<file path="src/core/lods_pkg.sv">
// Constants shared by the LO divider-select block and its testbench.
// Assumes a 32-bit APB slave with byte addresses and 25 MHz pclk.
package lods_pkg;

	// Register byte offsets
	localparam logic [11:0] CTRL_OFS = 12'h000;
	localparam logic [11:0] DIV_OFS  = 12'h004;
	localparam logic [11:0] REF_OFS  = 12'h008;
	localparam logic [11:0] STAT_OFS = 12'h00C;
	localparam logic [11:0] RXW_OFS  = 12'h010;

	// Control register field positions
	localparam int unsigned CTRL_BAND_BIT  = 0;
	localparam int unsigned CTRL_RANGE_BIT = 1;
	localparam int unsigned CTRL_DOC_LSB   = 2;

	// Values after reset
	localparam logic        BAND_RST  = 1'b0;
	localparam logic        RANGE_RST = 1'b0;
	localparam logic [2:0]  DOC_RST   = 3'h0;
	localparam logic [15:0] DIV_RST   = 16'h0110;
	localparam logic [15:0] REF_RST   = 16'h0004;

	// Divisor limits per path
	localparam int unsigned DIV_W      = 16;
	localparam logic [15:0] SWL_MIN    = 16'h0110;
	localparam logic [15:0] SWL_MAX    = 16'hFFFF;
	localparam logic [15:0] DIR_MIN    = 16'h0004;
	localparam logic [15:0] DIR_MAX    = 16'h0FFF;
	localparam logic [15:0] DIR_MASK   = 16'h0FFF;

	// Serial control word layout
	localparam logic [4:0]  SER_WORD_LEN  = 5'h18;
	localparam logic [4:0]  SER_CNT_MAX   = 5'h1F;
	localparam int unsigned SER_DIV_LSB   = 0;
	localparam int unsigned SER_BAND_BIT  = 16;
	localparam int unsigned SER_RANGE_BIT = 17;
	localparam int unsigned SER_DOC_LSB   = 18;

	// Output content select codes
	localparam logic [2:0]  DOC_PHASE = 3'h0;
	localparam logic [2:0]  DOC_RANGE = 3'h1;
	localparam logic [2:0]  DOC_COUNT = 3'h2;
	localparam logic [2:0]  DOC_DIV   = 3'h3;

	// Synchroniser lanes
	localparam int unsigned IN_FM   = 0;
	localparam int unsigned IN_AM   = 1;
	localparam int unsigned IN_XTAL = 2;
	localparam int unsigned IN_CS   = 3;
	localparam int unsigned IN_STR  = 4;
	localparam int unsigned IN_DIN  = 5;
	localparam int unsigned SYNC_N  = 6;

	typedef enum logic [0:0] {SER_IDLE, SER_FRAME} lods_ser_t;

endpackage : lods_pkg

</file>
<file path="src/core/lods_divider.sv">
// Programmable down-counting divider: one output pulse per N input pulses.
// Assumes in_pulse is a one-cycle enable on pclk and divisor is static
// between reload pulses.
`timescale 1ns/1ps
module lods_divider #(
	parameter int unsigned W = 16
) (
	input  wire logic         pclk,
	input  wire logic         presetn,
	input  wire logic         in_pulse,
	input  wire logic         reload,
	input  wire logic [W-1:0] divisor,
	output logic              out_pulse,
	output logic [W-1:0]      count
);
	localparam logic [W-1:0] ONE = {{(W-1){1'b0}}, 1'b1};

	logic [W-1:0] next_count;
	logic         next_out_pulse;

	// Count down; reload the divisor at the end of each cycle
	always_comb
	begin
		next_count     = count;
		next_out_pulse = 1'b0;
		if (reload)
			next_count = divisor;
		else if (in_pulse)
		begin
			if (count <= ONE)
			begin
				next_count     = divisor; // RULE13
				next_out_pulse = 1'b1;    // RULE13
			end
			else
				next_count = count - ONE;
		end
	end

	always_ff @(posedge pclk or negedge presetn)
	begin
		if (!presetn)
		begin
			count     <= '0;
			out_pulse <= 1'b0;
		end
		else
		begin
			count     <= next_count;
			out_pulse <= next_out_pulse;
		end
	end
endmodule : lods_divider

</file>
<file path="src/core/lods_lo_divider_select.sv">
// LO input and division path selection with serial and APB control.
// Assumes pins arrive asynchronous to pclk and far slower than it;
// the serial strobe is sampled, not used as a clock.
//
// Function
// RULE1 - Band bit 1 routes the FM input to the divider, AM ignored.
// RULE2 - FM input is halved before the swallow counter.
// RULE3 - FM divisor must be 272 to 65535; out of range is flagged.
// RULE4 - Band bit 0 routes the AM input to the divider instead.
// RULE5 - AM range bit 1: direct swallow count, divisor 272 to 65535.
// RULE6 - AM range bit 0: 12-bit direct divider, divisor 4 to 4095.
// RULE7 - Controller holds chip enable high for a whole transfer.
// RULE8 - Serial bits move only relative to the controller's strobe.
// RULE9 - Controller drives control data on the serial data input.
// RULE10 - Serial output content follows the three-bit select field.
// RULE11 - Reset sets control state with no controller action.
// RULE12 - Pump high if divided above reference, low if below, else off.
// RULE13 - Divider pulses once per cycle and reloads its divisor.
//
// The register addresses and the APB interface to the registers are this design's own decisions.
`timescale 1ns/1ps
module lods_lo_divider_select #(
	parameter int unsigned PHASE_W = 8
) (
	input  wire logic        pclk,
	input  wire logic        presetn,
	input  wire logic [11:0] paddr,
	input  wire logic        psel,
	input  wire logic        penable,
	input  wire logic        pwrite,
	input  wire logic [31:0] pwdata,
	output logic      [31:0] prdata,
	output logic             pready,
	output logic             pslverr,
	input  wire logic        fm_local_osc_in,
	input  wire logic        am_local_osc_in,
	input  wire logic        crystal_in,
	output logic             crystal_out,
	input  wire logic        chip_enable,
	input  wire logic        serial_bit_strobe,
	input  wire logic        serial_data_in,
	output logic             serial_data_out,
	output logic             charge_pump_out,
	output logic             charge_pump_oe_n
);
	localparam logic signed [PHASE_W-1:0] ACC_MAX =
		{1'b0, {(PHASE_W-1){1'b1}}};
	localparam logic signed [PHASE_W-1:0] ACC_MIN =
		{1'b1, {(PHASE_W-1){1'b0}}};
	localparam logic signed [PHASE_W-1:0] ACC_ONE =
		{{(PHASE_W-1){1'b0}}, 1'b1};

	// Divisor out of range for the selected path
	function automatic logic lods_div_bad(input logic band,
		input logic range, input logic [15:0] div);
		if (band || range)
			lods_div_bad = (div < lods_pkg::SWL_MIN) ||
				(div > lods_pkg::SWL_MAX);
		else
			lods_div_bad = (div < lods_pkg::DIR_MIN) ||
				(div > lods_pkg::DIR_MAX);
	endfunction : lods_div_bad

	logic [lods_pkg::SYNC_N-1:0] raw_in;
	logic [lods_pkg::SYNC_N-1:0] sync1;
	logic [lods_pkg::SYNC_N-1:0] sync2;
	logic [lods_pkg::SYNC_N-1:0] sync3;
	logic [lods_pkg::SYNC_N-1:0] rise;
	logic [lods_pkg::SYNC_N-1:0] fall;

	assign raw_in = {serial_data_in, serial_bit_strobe, chip_enable,
		crystal_in, am_local_osc_in, fm_local_osc_in};

	// Two flops per pin, third flop only for edge finding
	for (genvar i = 0; i < lods_pkg::SYNC_N; i++)
	begin : g_sync
		always_ff @(posedge pclk or negedge presetn)
		begin
			if (!presetn)
			begin
				sync1[i] <= 1'b0;
				sync2[i] <= 1'b0;
				sync3[i] <= 1'b0;
			end
			else
			begin
				sync1[i] <= raw_in[i];
				sync2[i] <= sync1[i];
				sync3[i] <= sync2[i];
			end
		end
		assign rise[i] = sync2[i] & ~sync3[i];
		assign fall[i] = ~sync2[i] & sync3[i];
	end

	logic        fm_rise;
	logic        am_rise;
	logic        cs_rise;
	logic        cs_fall;
	logic        str_rise;
	logic        str_fall;
	assign fm_rise  = rise[lods_pkg::IN_FM];
	assign am_rise  = rise[lods_pkg::IN_AM];
	assign cs_rise  = rise[lods_pkg::IN_CS];
	assign cs_fall  = fall[lods_pkg::IN_CS];
	assign str_rise = rise[lods_pkg::IN_STR];
	assign str_fall = fall[lods_pkg::IN_STR];

	// Control and APB state
	logic        band_q, next_band;
	logic        range_q, next_range;
	logic [2:0]  doc_q, next_doc;
	logic [15:0] divisor_q, next_divisor;
	logic [15:0] refdiv_q, next_refdiv;
	logic [23:0] rx_word_q, next_rx_word;
	logic [31:0] next_prdata;
	logic        next_pready, next_pslverr;
	logic        div_reload, next_div_reload;
	logic        wr_en;
	logic        ser_load;

	// Serial state
	lods_pkg::lods_ser_t ser_state, next_ser_state;
	logic [4:0]  bit_cnt, next_bit_cnt;
	logic [23:0] rx_sr, next_rx_sr;
	logic [15:0] tx_sr, next_tx_sr;
	logic [15:0] tx_sel;
	logic        next_sdo;

	// Path and comparator state
	logic        presc, next_presc;
	logic        lo_pulse, next_lo_pulse;
	logic [15:0] eff_div;
	logic        div_out, ref_out;
	logic signed [PHASE_W-1:0] phase_acc, next_phase_acc;
	logic [15:0] pulse_cnt, next_pulse_cnt;
	logic        bad_div, next_bad_div;
	logic        next_pump, next_pump_oe_n, next_crystal_out;
	logic        pump_up, pump_dn;

	assign wr_en   = psel & penable & pready & pwrite;
	assign pump_up = charge_pump_out & ~charge_pump_oe_n;
	assign pump_dn = ~charge_pump_out & ~charge_pump_oe_n;

	// Reads prepared at setup so pready can come from a flop
	always_comb
	begin
		next_prdata   = 32'h0000_0000;
		next_pslverr  = 1'b0;
		next_pready   = psel & ~penable;
		next_band     = band_q;
		next_range    = range_q;
		next_doc      = doc_q;
		next_divisor  = divisor_q;
		next_refdiv   = refdiv_q;
		next_rx_word  = rx_word_q;
		case (paddr)
		lods_pkg::CTRL_OFS: next_prdata[4:0] = {doc_q, range_q, band_q};
		lods_pkg::DIV_OFS:  next_prdata[15:0] = divisor_q;
		lods_pkg::REF_OFS:  next_prdata[15:0] = refdiv_q;
		lods_pkg::STAT_OFS:
			next_prdata = {pulse_cnt, 13'h0000, bad_div, pump_dn, pump_up};
		lods_pkg::RXW_OFS:  next_prdata[23:0] = rx_word_q;
		default:            next_pslverr = psel & ~penable;
		endcase
		if (wr_en && paddr == lods_pkg::CTRL_OFS)
		begin
			next_band  = pwdata[lods_pkg::CTRL_BAND_BIT];
			next_range = pwdata[lods_pkg::CTRL_RANGE_BIT];
			next_doc   = pwdata[lods_pkg::CTRL_DOC_LSB +: 3];
		end
		if (wr_en && paddr == lods_pkg::DIV_OFS)
			next_divisor = pwdata[15:0];
		if (wr_en && paddr == lods_pkg::REF_OFS)
			next_refdiv = pwdata[15:0];
		// A serial frame ending in the same cycle wins: it is the newer data
		if (ser_load)
		begin
			next_divisor = rx_sr[lods_pkg::SER_DIV_LSB +: 16];
			next_band    = rx_sr[lods_pkg::SER_BAND_BIT];
			next_range   = rx_sr[lods_pkg::SER_RANGE_BIT];
			next_doc     = rx_sr[lods_pkg::SER_DOC_LSB +: 3];
			next_rx_word = rx_sr;
		end
		next_div_reload = (next_band != band_q) || (next_range != range_q)
			|| (next_divisor != divisor_q) || (next_refdiv != refdiv_q);
	end

	always_ff @(posedge pclk or negedge presetn)
	begin
		if (!presetn)
		begin
			band_q     <= lods_pkg::BAND_RST;  // RULE11
			range_q    <= lods_pkg::RANGE_RST; // RULE11
			doc_q      <= lods_pkg::DOC_RST;   // RULE11
			divisor_q  <= lods_pkg::DIV_RST;   // RULE11
			refdiv_q   <= lods_pkg::REF_RST;
			rx_word_q  <= 24'h00_0000;
			prdata     <= 32'h0000_0000;
			pready     <= 1'b0;
			pslverr    <= 1'b0;
			div_reload <= 1'b0;
		end
		else
		begin
			band_q     <= next_band;
			range_q    <= next_range;
			doc_q      <= next_doc;
			divisor_q  <= next_divisor;
			refdiv_q   <= next_refdiv;
			rx_word_q  <= next_rx_word;
			prdata     <= next_prdata;
			pready     <= next_pready;
			pslverr    <= next_pslverr;
			div_reload <= next_div_reload;
		end
	end

	// Serial output word chosen by the content select field
	always_comb
	begin
		case (doc_q) // RULE10
		lods_pkg::DOC_PHASE: tx_sel = {14'h0000, pump_dn, pump_up};
		lods_pkg::DOC_RANGE: tx_sel = {15'h0000, bad_div};
		lods_pkg::DOC_COUNT: tx_sel = pulse_cnt;
		lods_pkg::DOC_DIV:   tx_sel = divisor_q;
		default:             tx_sel = 16'h0000;
		endcase
	end

	// Frame only counts when exactly one word arrived; others are dropped
	assign ser_load = (ser_state == lods_pkg::SER_FRAME) && cs_fall && // RULE7
		(bit_cnt == lods_pkg::SER_WORD_LEN);

	// Shift in on strobe rise, out on strobe fall, inside chip enable
	always_comb
	begin
		next_ser_state = ser_state;
		next_bit_cnt   = bit_cnt;
		next_rx_sr     = rx_sr;
		next_tx_sr     = tx_sr;
		next_sdo       = serial_data_out;
		case (ser_state)
		lods_pkg::SER_IDLE:
			if (cs_rise)
			begin
				next_ser_state = lods_pkg::SER_FRAME;
				next_bit_cnt   = 5'h00;
				next_tx_sr     = tx_sel; // RULE10
				next_sdo       = tx_sel[15];
			end
		lods_pkg::SER_FRAME:
			if (cs_fall)
			begin
				next_ser_state = lods_pkg::SER_IDLE; // RULE7
				next_sdo       = 1'b0;
			end
			else
			begin
				if (str_rise) // RULE8
				begin
					next_rx_sr = {rx_sr[22:0], sync2[lods_pkg::IN_DIN]}; // RULE9
					if (bit_cnt != lods_pkg::SER_CNT_MAX)
						next_bit_cnt = bit_cnt + 5'h01;
				end
				if (str_fall) // RULE8
				begin
					next_tx_sr = {tx_sr[14:0], 1'b0};
					next_sdo   = tx_sr[14];
				end
			end
		default:
			next_ser_state = lods_pkg::SER_IDLE;
		endcase
	end

	always_ff @(posedge pclk or negedge presetn)
	begin
		if (!presetn)
		begin
			ser_state       <= lods_pkg::SER_IDLE;
			bit_cnt         <= 5'h00;
			rx_sr           <= 24'h00_0000;
			tx_sr           <= 16'h0000;
			serial_data_out <= 1'b0;
		end
		else
		begin
			ser_state       <= next_ser_state;
			bit_cnt         <= next_bit_cnt;
			rx_sr           <= next_rx_sr;
			tx_sr           <= next_tx_sr;
			serial_data_out <= next_sdo;
		end
	end

	// Path select; the direct AM divider sees only 12 bits
	always_comb
	begin
		next_presc    = presc;
		next_lo_pulse = 1'b0;
		if (band_q)
		begin
			if (fm_rise)
			begin
				next_presc    = ~presc;         // RULE2
				next_lo_pulse = presc;          // RULE1 RULE2
			end
			eff_div = divisor_q;               // RULE2
		end
		else
		begin
			next_lo_pulse = am_rise;           // RULE4
			if (range_q)
				eff_div = divisor_q;           // RULE5
			else
				eff_div = divisor_q & lods_pkg::DIR_MASK; // RULE6
		end
		next_bad_div = lods_div_bad(band_q, range_q, divisor_q); // RULE3 RULE5 RULE6
	end

	lods_divider #(
		.W         (lods_pkg::DIV_W)
	) u_lo_div (
		.pclk      (pclk),
		.presetn   (presetn),
		.in_pulse  (lo_pulse),
		.reload    (div_reload),
		.divisor   (eff_div),
		.out_pulse (div_out),
		.count     ()
	);

	// Reference from the crystal input, same leaf reused
	lods_divider #(
		.W         (lods_pkg::DIV_W)
	) u_ref_div (
		.pclk      (pclk),
		.presetn   (presetn),
		.in_pulse  (rise[lods_pkg::IN_XTAL]),
		.reload    (div_reload),
		.divisor   (refdiv_q),
		.out_pulse (ref_out),
		.count     ()
	);

	// Pulse balance as frequency detector; saturates to avoid wrap
	always_comb
	begin
		next_phase_acc = phase_acc;
		if (div_out && !ref_out && phase_acc != ACC_MAX)
			next_phase_acc = PHASE_W'(phase_acc + ACC_ONE);
		else if (ref_out && !div_out && phase_acc != ACC_MIN)
			next_phase_acc = PHASE_W'(phase_acc - ACC_ONE);
		next_pulse_cnt = div_out ? pulse_cnt + 16'h0001 : pulse_cnt;
		next_pump      = (phase_acc > 0);   // RULE12
		next_pump_oe_n = (phase_acc == 0);  // RULE12
		next_crystal_out      = ~sync2[lods_pkg::IN_XTAL];
	end

	always_ff @(posedge pclk or negedge presetn)
	begin
		if (!presetn)
		begin
			presc            <= 1'b0;
			lo_pulse         <= 1'b0;
			phase_acc        <= '0;
			pulse_cnt        <= 16'h0000;
			bad_div          <= 1'b0;
			charge_pump_out  <= 1'b0;
			charge_pump_oe_n <= 1'b1;
			crystal_out      <= 1'b0;
		end
		else
		begin
			presc            <= next_presc;
			lo_pulse         <= next_lo_pulse;
			phase_acc        <= next_phase_acc;
			pulse_cnt        <= next_pulse_cnt;
			bad_div          <= next_bad_div;
			charge_pump_out  <= next_pump;
			charge_pump_oe_n <= next_pump_oe_n;
			crystal_out      <= next_crystal_out;
		end
	end
endmodule : lods_lo_divider_select

</file>
<file path="config.mk">
export PLATFORM = sky130hd
export DESIGN_NAME = lods_lo_divider_select
export DESIGN_NICKNAME = d
export VERILOG_FILES = /design/src/core/lods_pkg.sv /design/src/core/lods_divider.sv /design/src/core/lods_lo_divider_select.sv
export SDC_FILE = /design/constraint.sdc
export NUM_CORES = 1
export LEC_CHECK = 0
export BUFFER_PORTS_ARGS = -buffer_cell sky130_fd_sc_hd__buf_2
export CELL_PAD_IN_SITES_DETAIL_PLACEMENT = 1
export CELL_PAD_IN_SITES_GLOBAL_PLACEMENT = 2
export CORE_ASPECT_RATIO = 1.25
export CORE_UTILIZATION = 35
export CTS_CLUSTER_SIZE = 10
export DETAILED_ROUTE_END_ITERATION = 16
export GPL_ROUTABILITY_DRIVEN = 0
export MAX_ROUTING_LAYER = met4
export PLACE_DENSITY_LB_ADDON = 0.12
export SYNTH_ARGS = -nofsm -noshare
export SYNTH_HDL_FRONTEND = slang
export SYNTH_SLANG_ARGS = --single-unit
</file>
<file path="constraint.sdc">
create_clock -name pclk -period 3.56 [get_ports pclk]
set_input_delay 0.356 -clock pclk [delete_from_list [all_inputs] [get_ports pclk]]
set_output_delay 0.356 -clock pclk [all_outputs]
set_load 0.1 [all_outputs]
</file>
==> out/results.tsv <==
stage	metric	value	unit
clocking	Max H-tree Level	1	
clocking	CTS max path bufs	3	
timing	min Tclk post-route	2.59	ns
die	die height	201	um
drt	DRC Markers	0	
finish	# fillers	3492	
yosys	Post-Synth Adder-Cell Area	1.86	%
yosys	Syn Std Cell Area	11000	um^2
finish	nets@finish	1205	
drt	initial drt markers	344	
finish	share of cells above drive strength 1	17.8	%
global_route	met2 Track Usage GR	34.8	%
drt	Routed Antenna Nets	0	
drt	WL final	32.9	mm
worst_setup_path	Critical Path RT	3.93	ns
finish	synthesis-to-layout area growth	15.2	%
yosys	post-synthesis cell type count	72	
yosys	ys async rst share	100	%
worst_setup_path	Critical Path End Type	flop	
die	Die W	161	um
yosys	FF+latch count, synth	223	
drt	routed via count	8246	
timing	Fin. Hold Viols	0	
die	starting density of the core	35.6	%
worst_setup_path	cells along the critical path	inv_1 > ha_1 > o21bai_1 > nor4_2 > a21oi_2 > buf_4 > mux2i_1 > o22ai_1	
timing	max_slew headroom	25.8	%
timing	Final Cycle Share	72.8	%
die	Rows	72	
clocking	CTS sink cnt	223	
global_route	busiest grt layer	met2	
drt	drt first pass iters	4	
placed_design	DPL Wire Length	23.6	mm
hold_path	Hold WC Path Type	in2reg	
power_and_ir_drop	leak pwr	0.00607	uW
worst_setup_path	type of origin of the critical path	flop	
yosys	Post-Syn Area per Cell	10.4	um^2
timing	f_max	0.386	GHz
global_route	GR Overflow Total	0	
clocking	CTS clk-pin slew, worst paths	0.06	ns
finish	Post-Route Utilization	41.1	%
drt	average routed wire per standard cell	21.1	um
job	max cap viols	0	
die	die area	32300	um^2
hold_path	hold path start	psel	
die	I/O pin cnt	93	
worst_setup_path	reg2reg start	u_ref_div.count[0]	
yosys	Compound-Gate Fraction of Synth Area	11.4	%
worst_setup_path	Worst Path Arrival	2.96	ns
timing	clk_skew	0.0107	ns
worst_setup_path	Worst path max stage delay	0.74	ns
clocking	worst skew pair latency	0.55	ns
yosys	Mapped Cells	1061	
yosys	Synth Area in Simple Gates	16.9	%
worst_setup_path	crit path kind	reg2reg	
worst_setup_path	Max FO, Critical Path	17	
placed_design	number of I/O port buffers	76	
worst_setup_path	beginning of the critical path	u_ref_div.count[0]	
clocking	CTS resizes	0	
power_and_ir_drop	peak supply drop	0.439	mV
worst_setup_path	Slowest cell on crit path	a21oi_2	
yosys	number of synthesized flops with an enable pin	0	
power_and_ir_drop	PD cells	526	nW/um^2
yosys	mux contribution to synthesized area	10.3	%
yosys	warning count from the yosys run	0	
finish	# diodes	0	
run_status	outcome	complete, no violations	
clocking	CTS tree	yes	
timing	Max Slew Vio Count	0	
global_route	initial antenna violation count	0	
global_route	met1 Use GR	29.0	%
timing	RSZ-0062 raised after global routing	no	
yosys	prevailing post-synth register cell	dfrtp_1	
clocking	CTS root buf	clkbuf_16	
timing	Setup TNS	0	ns
yosys	syn_nets	1131	
yosys	sequential area share after synthesis	50.6	%
yosys	largest family of logic cells by synthesized area	simple AND/OR/NAND/NOR gates	
timing	worst slew pin tran	1.11	ns
clocking	CTS buffer count	27	
yosys	XOR/XNOR Fraction of Synth Area	5.15	%
die	core area	31000	um^2
global_route	first-pass GRT wire length	52.7	mm
drt	post-DR vias/cell	5.30	
global_route	GR Util All Layers	21.7	%
global_route	M3 GR Usage	2.44	%
timing	Setup violations, final	0	
global_route	largest net degree at the start of global routing	77	
global_route	vias in the first global route	8793	
## worst paths after layout
| path | slack (ns) | to | cells past startpoint |
|---|---|---|---|
| setup reg to reg | 0.97 | u_ref_div.count[5] | 8 |
| setup / recovery | 0.97 | u_ref_div.count[5] | 8 |
| hold / removal | 0.10 | pready | 2 |
| min in group asynchronous | 0.41 | u_lo_div.count[11] | 2 |
| hold reg to reg | 0.35 | sync2[5] | 0 |
| max in group asynchronous | 2.35 | divisor_q[8] | 3 |
## synth_stat cells, types with 16 or more instances
| library cell | number | area [um^2] |
|---|---|---|
| nor3_1 | 23 | 115 |
| nand3_1 | 31 | 155 |
| nor4_1 | 18 | 113 |
| xor2_1 | 49 | 429 |
| inv_1 | 40 | 150 |
| mux2_2 | 50 | 563 |
| o21ai_0 | 43 | 215 |
| mux2i_1 | 53 | 531 |
| nor2_1 | 57 | 214 |
| a21oi_1 | 34 | 170 |
| xnor2_1 | 16 | 140 |
| dfrtp_1 | 219 | 5480 |
| clkbuf_1 | 46 | 173 |
| a22oi_1 | 17 | 128 |
| nand2_1 | 136 | 510 |
## critical path: cells and delay by family (launching register included)
kind	cells	cell delay, ns
AOI/OAI and AO/OA	3	1.11
adders and majority gates	1	0.22
buffers and inverters	2	0.39
DFF	1	0.37
muxes	1	0.20
and+or+nand+nor	1	0.11
## power by group
group / internal (uW) / switching, uW
logic: 472 / 643
clock network: 1450 / 1060
registers: 2790 / 290
## registers in the layout, summed over array words and instances, names as in the netlist, 3 cells and up
register / cells
rx_sr: 24
sync1: 6
rx_word_q: 24
prdata: 32
sync3: 5
divisor_q: 16
tx_sr: 15
doc_q: 3
bit_cnt: 5
refdiv_q: 16
u_lo_div.count: 16
phase_acc: 8
u_ref_div.count: 16
pulse_cnt: 16
sync2: 6
## metrics by stage
stage | setup WS (ns) | cell area [um^2] | std cells | hold slack (ns) | total power [uW]
after floorplan | 0.857 | 11000 | 1061 | 0.0604 | 3860
after global placement | 0.908 | 11900 | 1505 | 0.333 | 4210
after detailed placement | 0.901 | 11900 | 1505 | 0.336 | 4250
after CTS | 0.961 | 12700 | 1557 | 0.0817 | 6810
after global routing | 0.739 | 12700 | 1557 | 0.103 | 7070
final | 0.970 | 12700 | 1557 | 0.105 | 6700
## timing repair
item | CTS | global route
setup buffers | 0 | 0
endpoints found under the hold margin | 77 | 0
hold buffers | 8 | 0
## per-layer routing
layer | up-vias | routed length (um)
met4 | 0 | 717
met3 | 34 | 913
met1 | 4202 | 15300
li1 | 3907 | -
met5 | - | 0
met2 | 103 | 15900
## cell families after synthesis
family | count (synthesis)
simple gates | 367
flops | 223
compound gates | 185
mux | 105
buf+inv | 100
xor+xnor | 65
fa+ha+maj | 16
## cell usage in the layout (no fill, tap or decap), types with 19 or more instances in the layout
master     netlist  layout
dfrtp_1        219     219
nand2_1        136     136
buf_2            9      75
nor2_1          57      55
mux2i_1         53      53
mux2_2          50      50
xor2_1          49      49
o21ai_0         43      43
inv_1           40      40
a21oi_1         34      34
nand3_1         31      31
clkbuf_16        0      27
nor3_1          23      23
buf_4            1      19
## layout make-up
class | count | area [um^2] | area share [%]
tap | 407 | 509 | 4.00
multi-input combinational | 738 | 5050 | 39.7
sequential | 223 | 5590 | 43.9
clock buffer | 41 | 758 | 5.96
clock inverter | 3 | 18.8 | 0.147
inverter | 40 | 150 | 1.18
timing repair buffer | 105 | 653 | 5.13
Note: power is estimated with default switching activity, not from simulation.
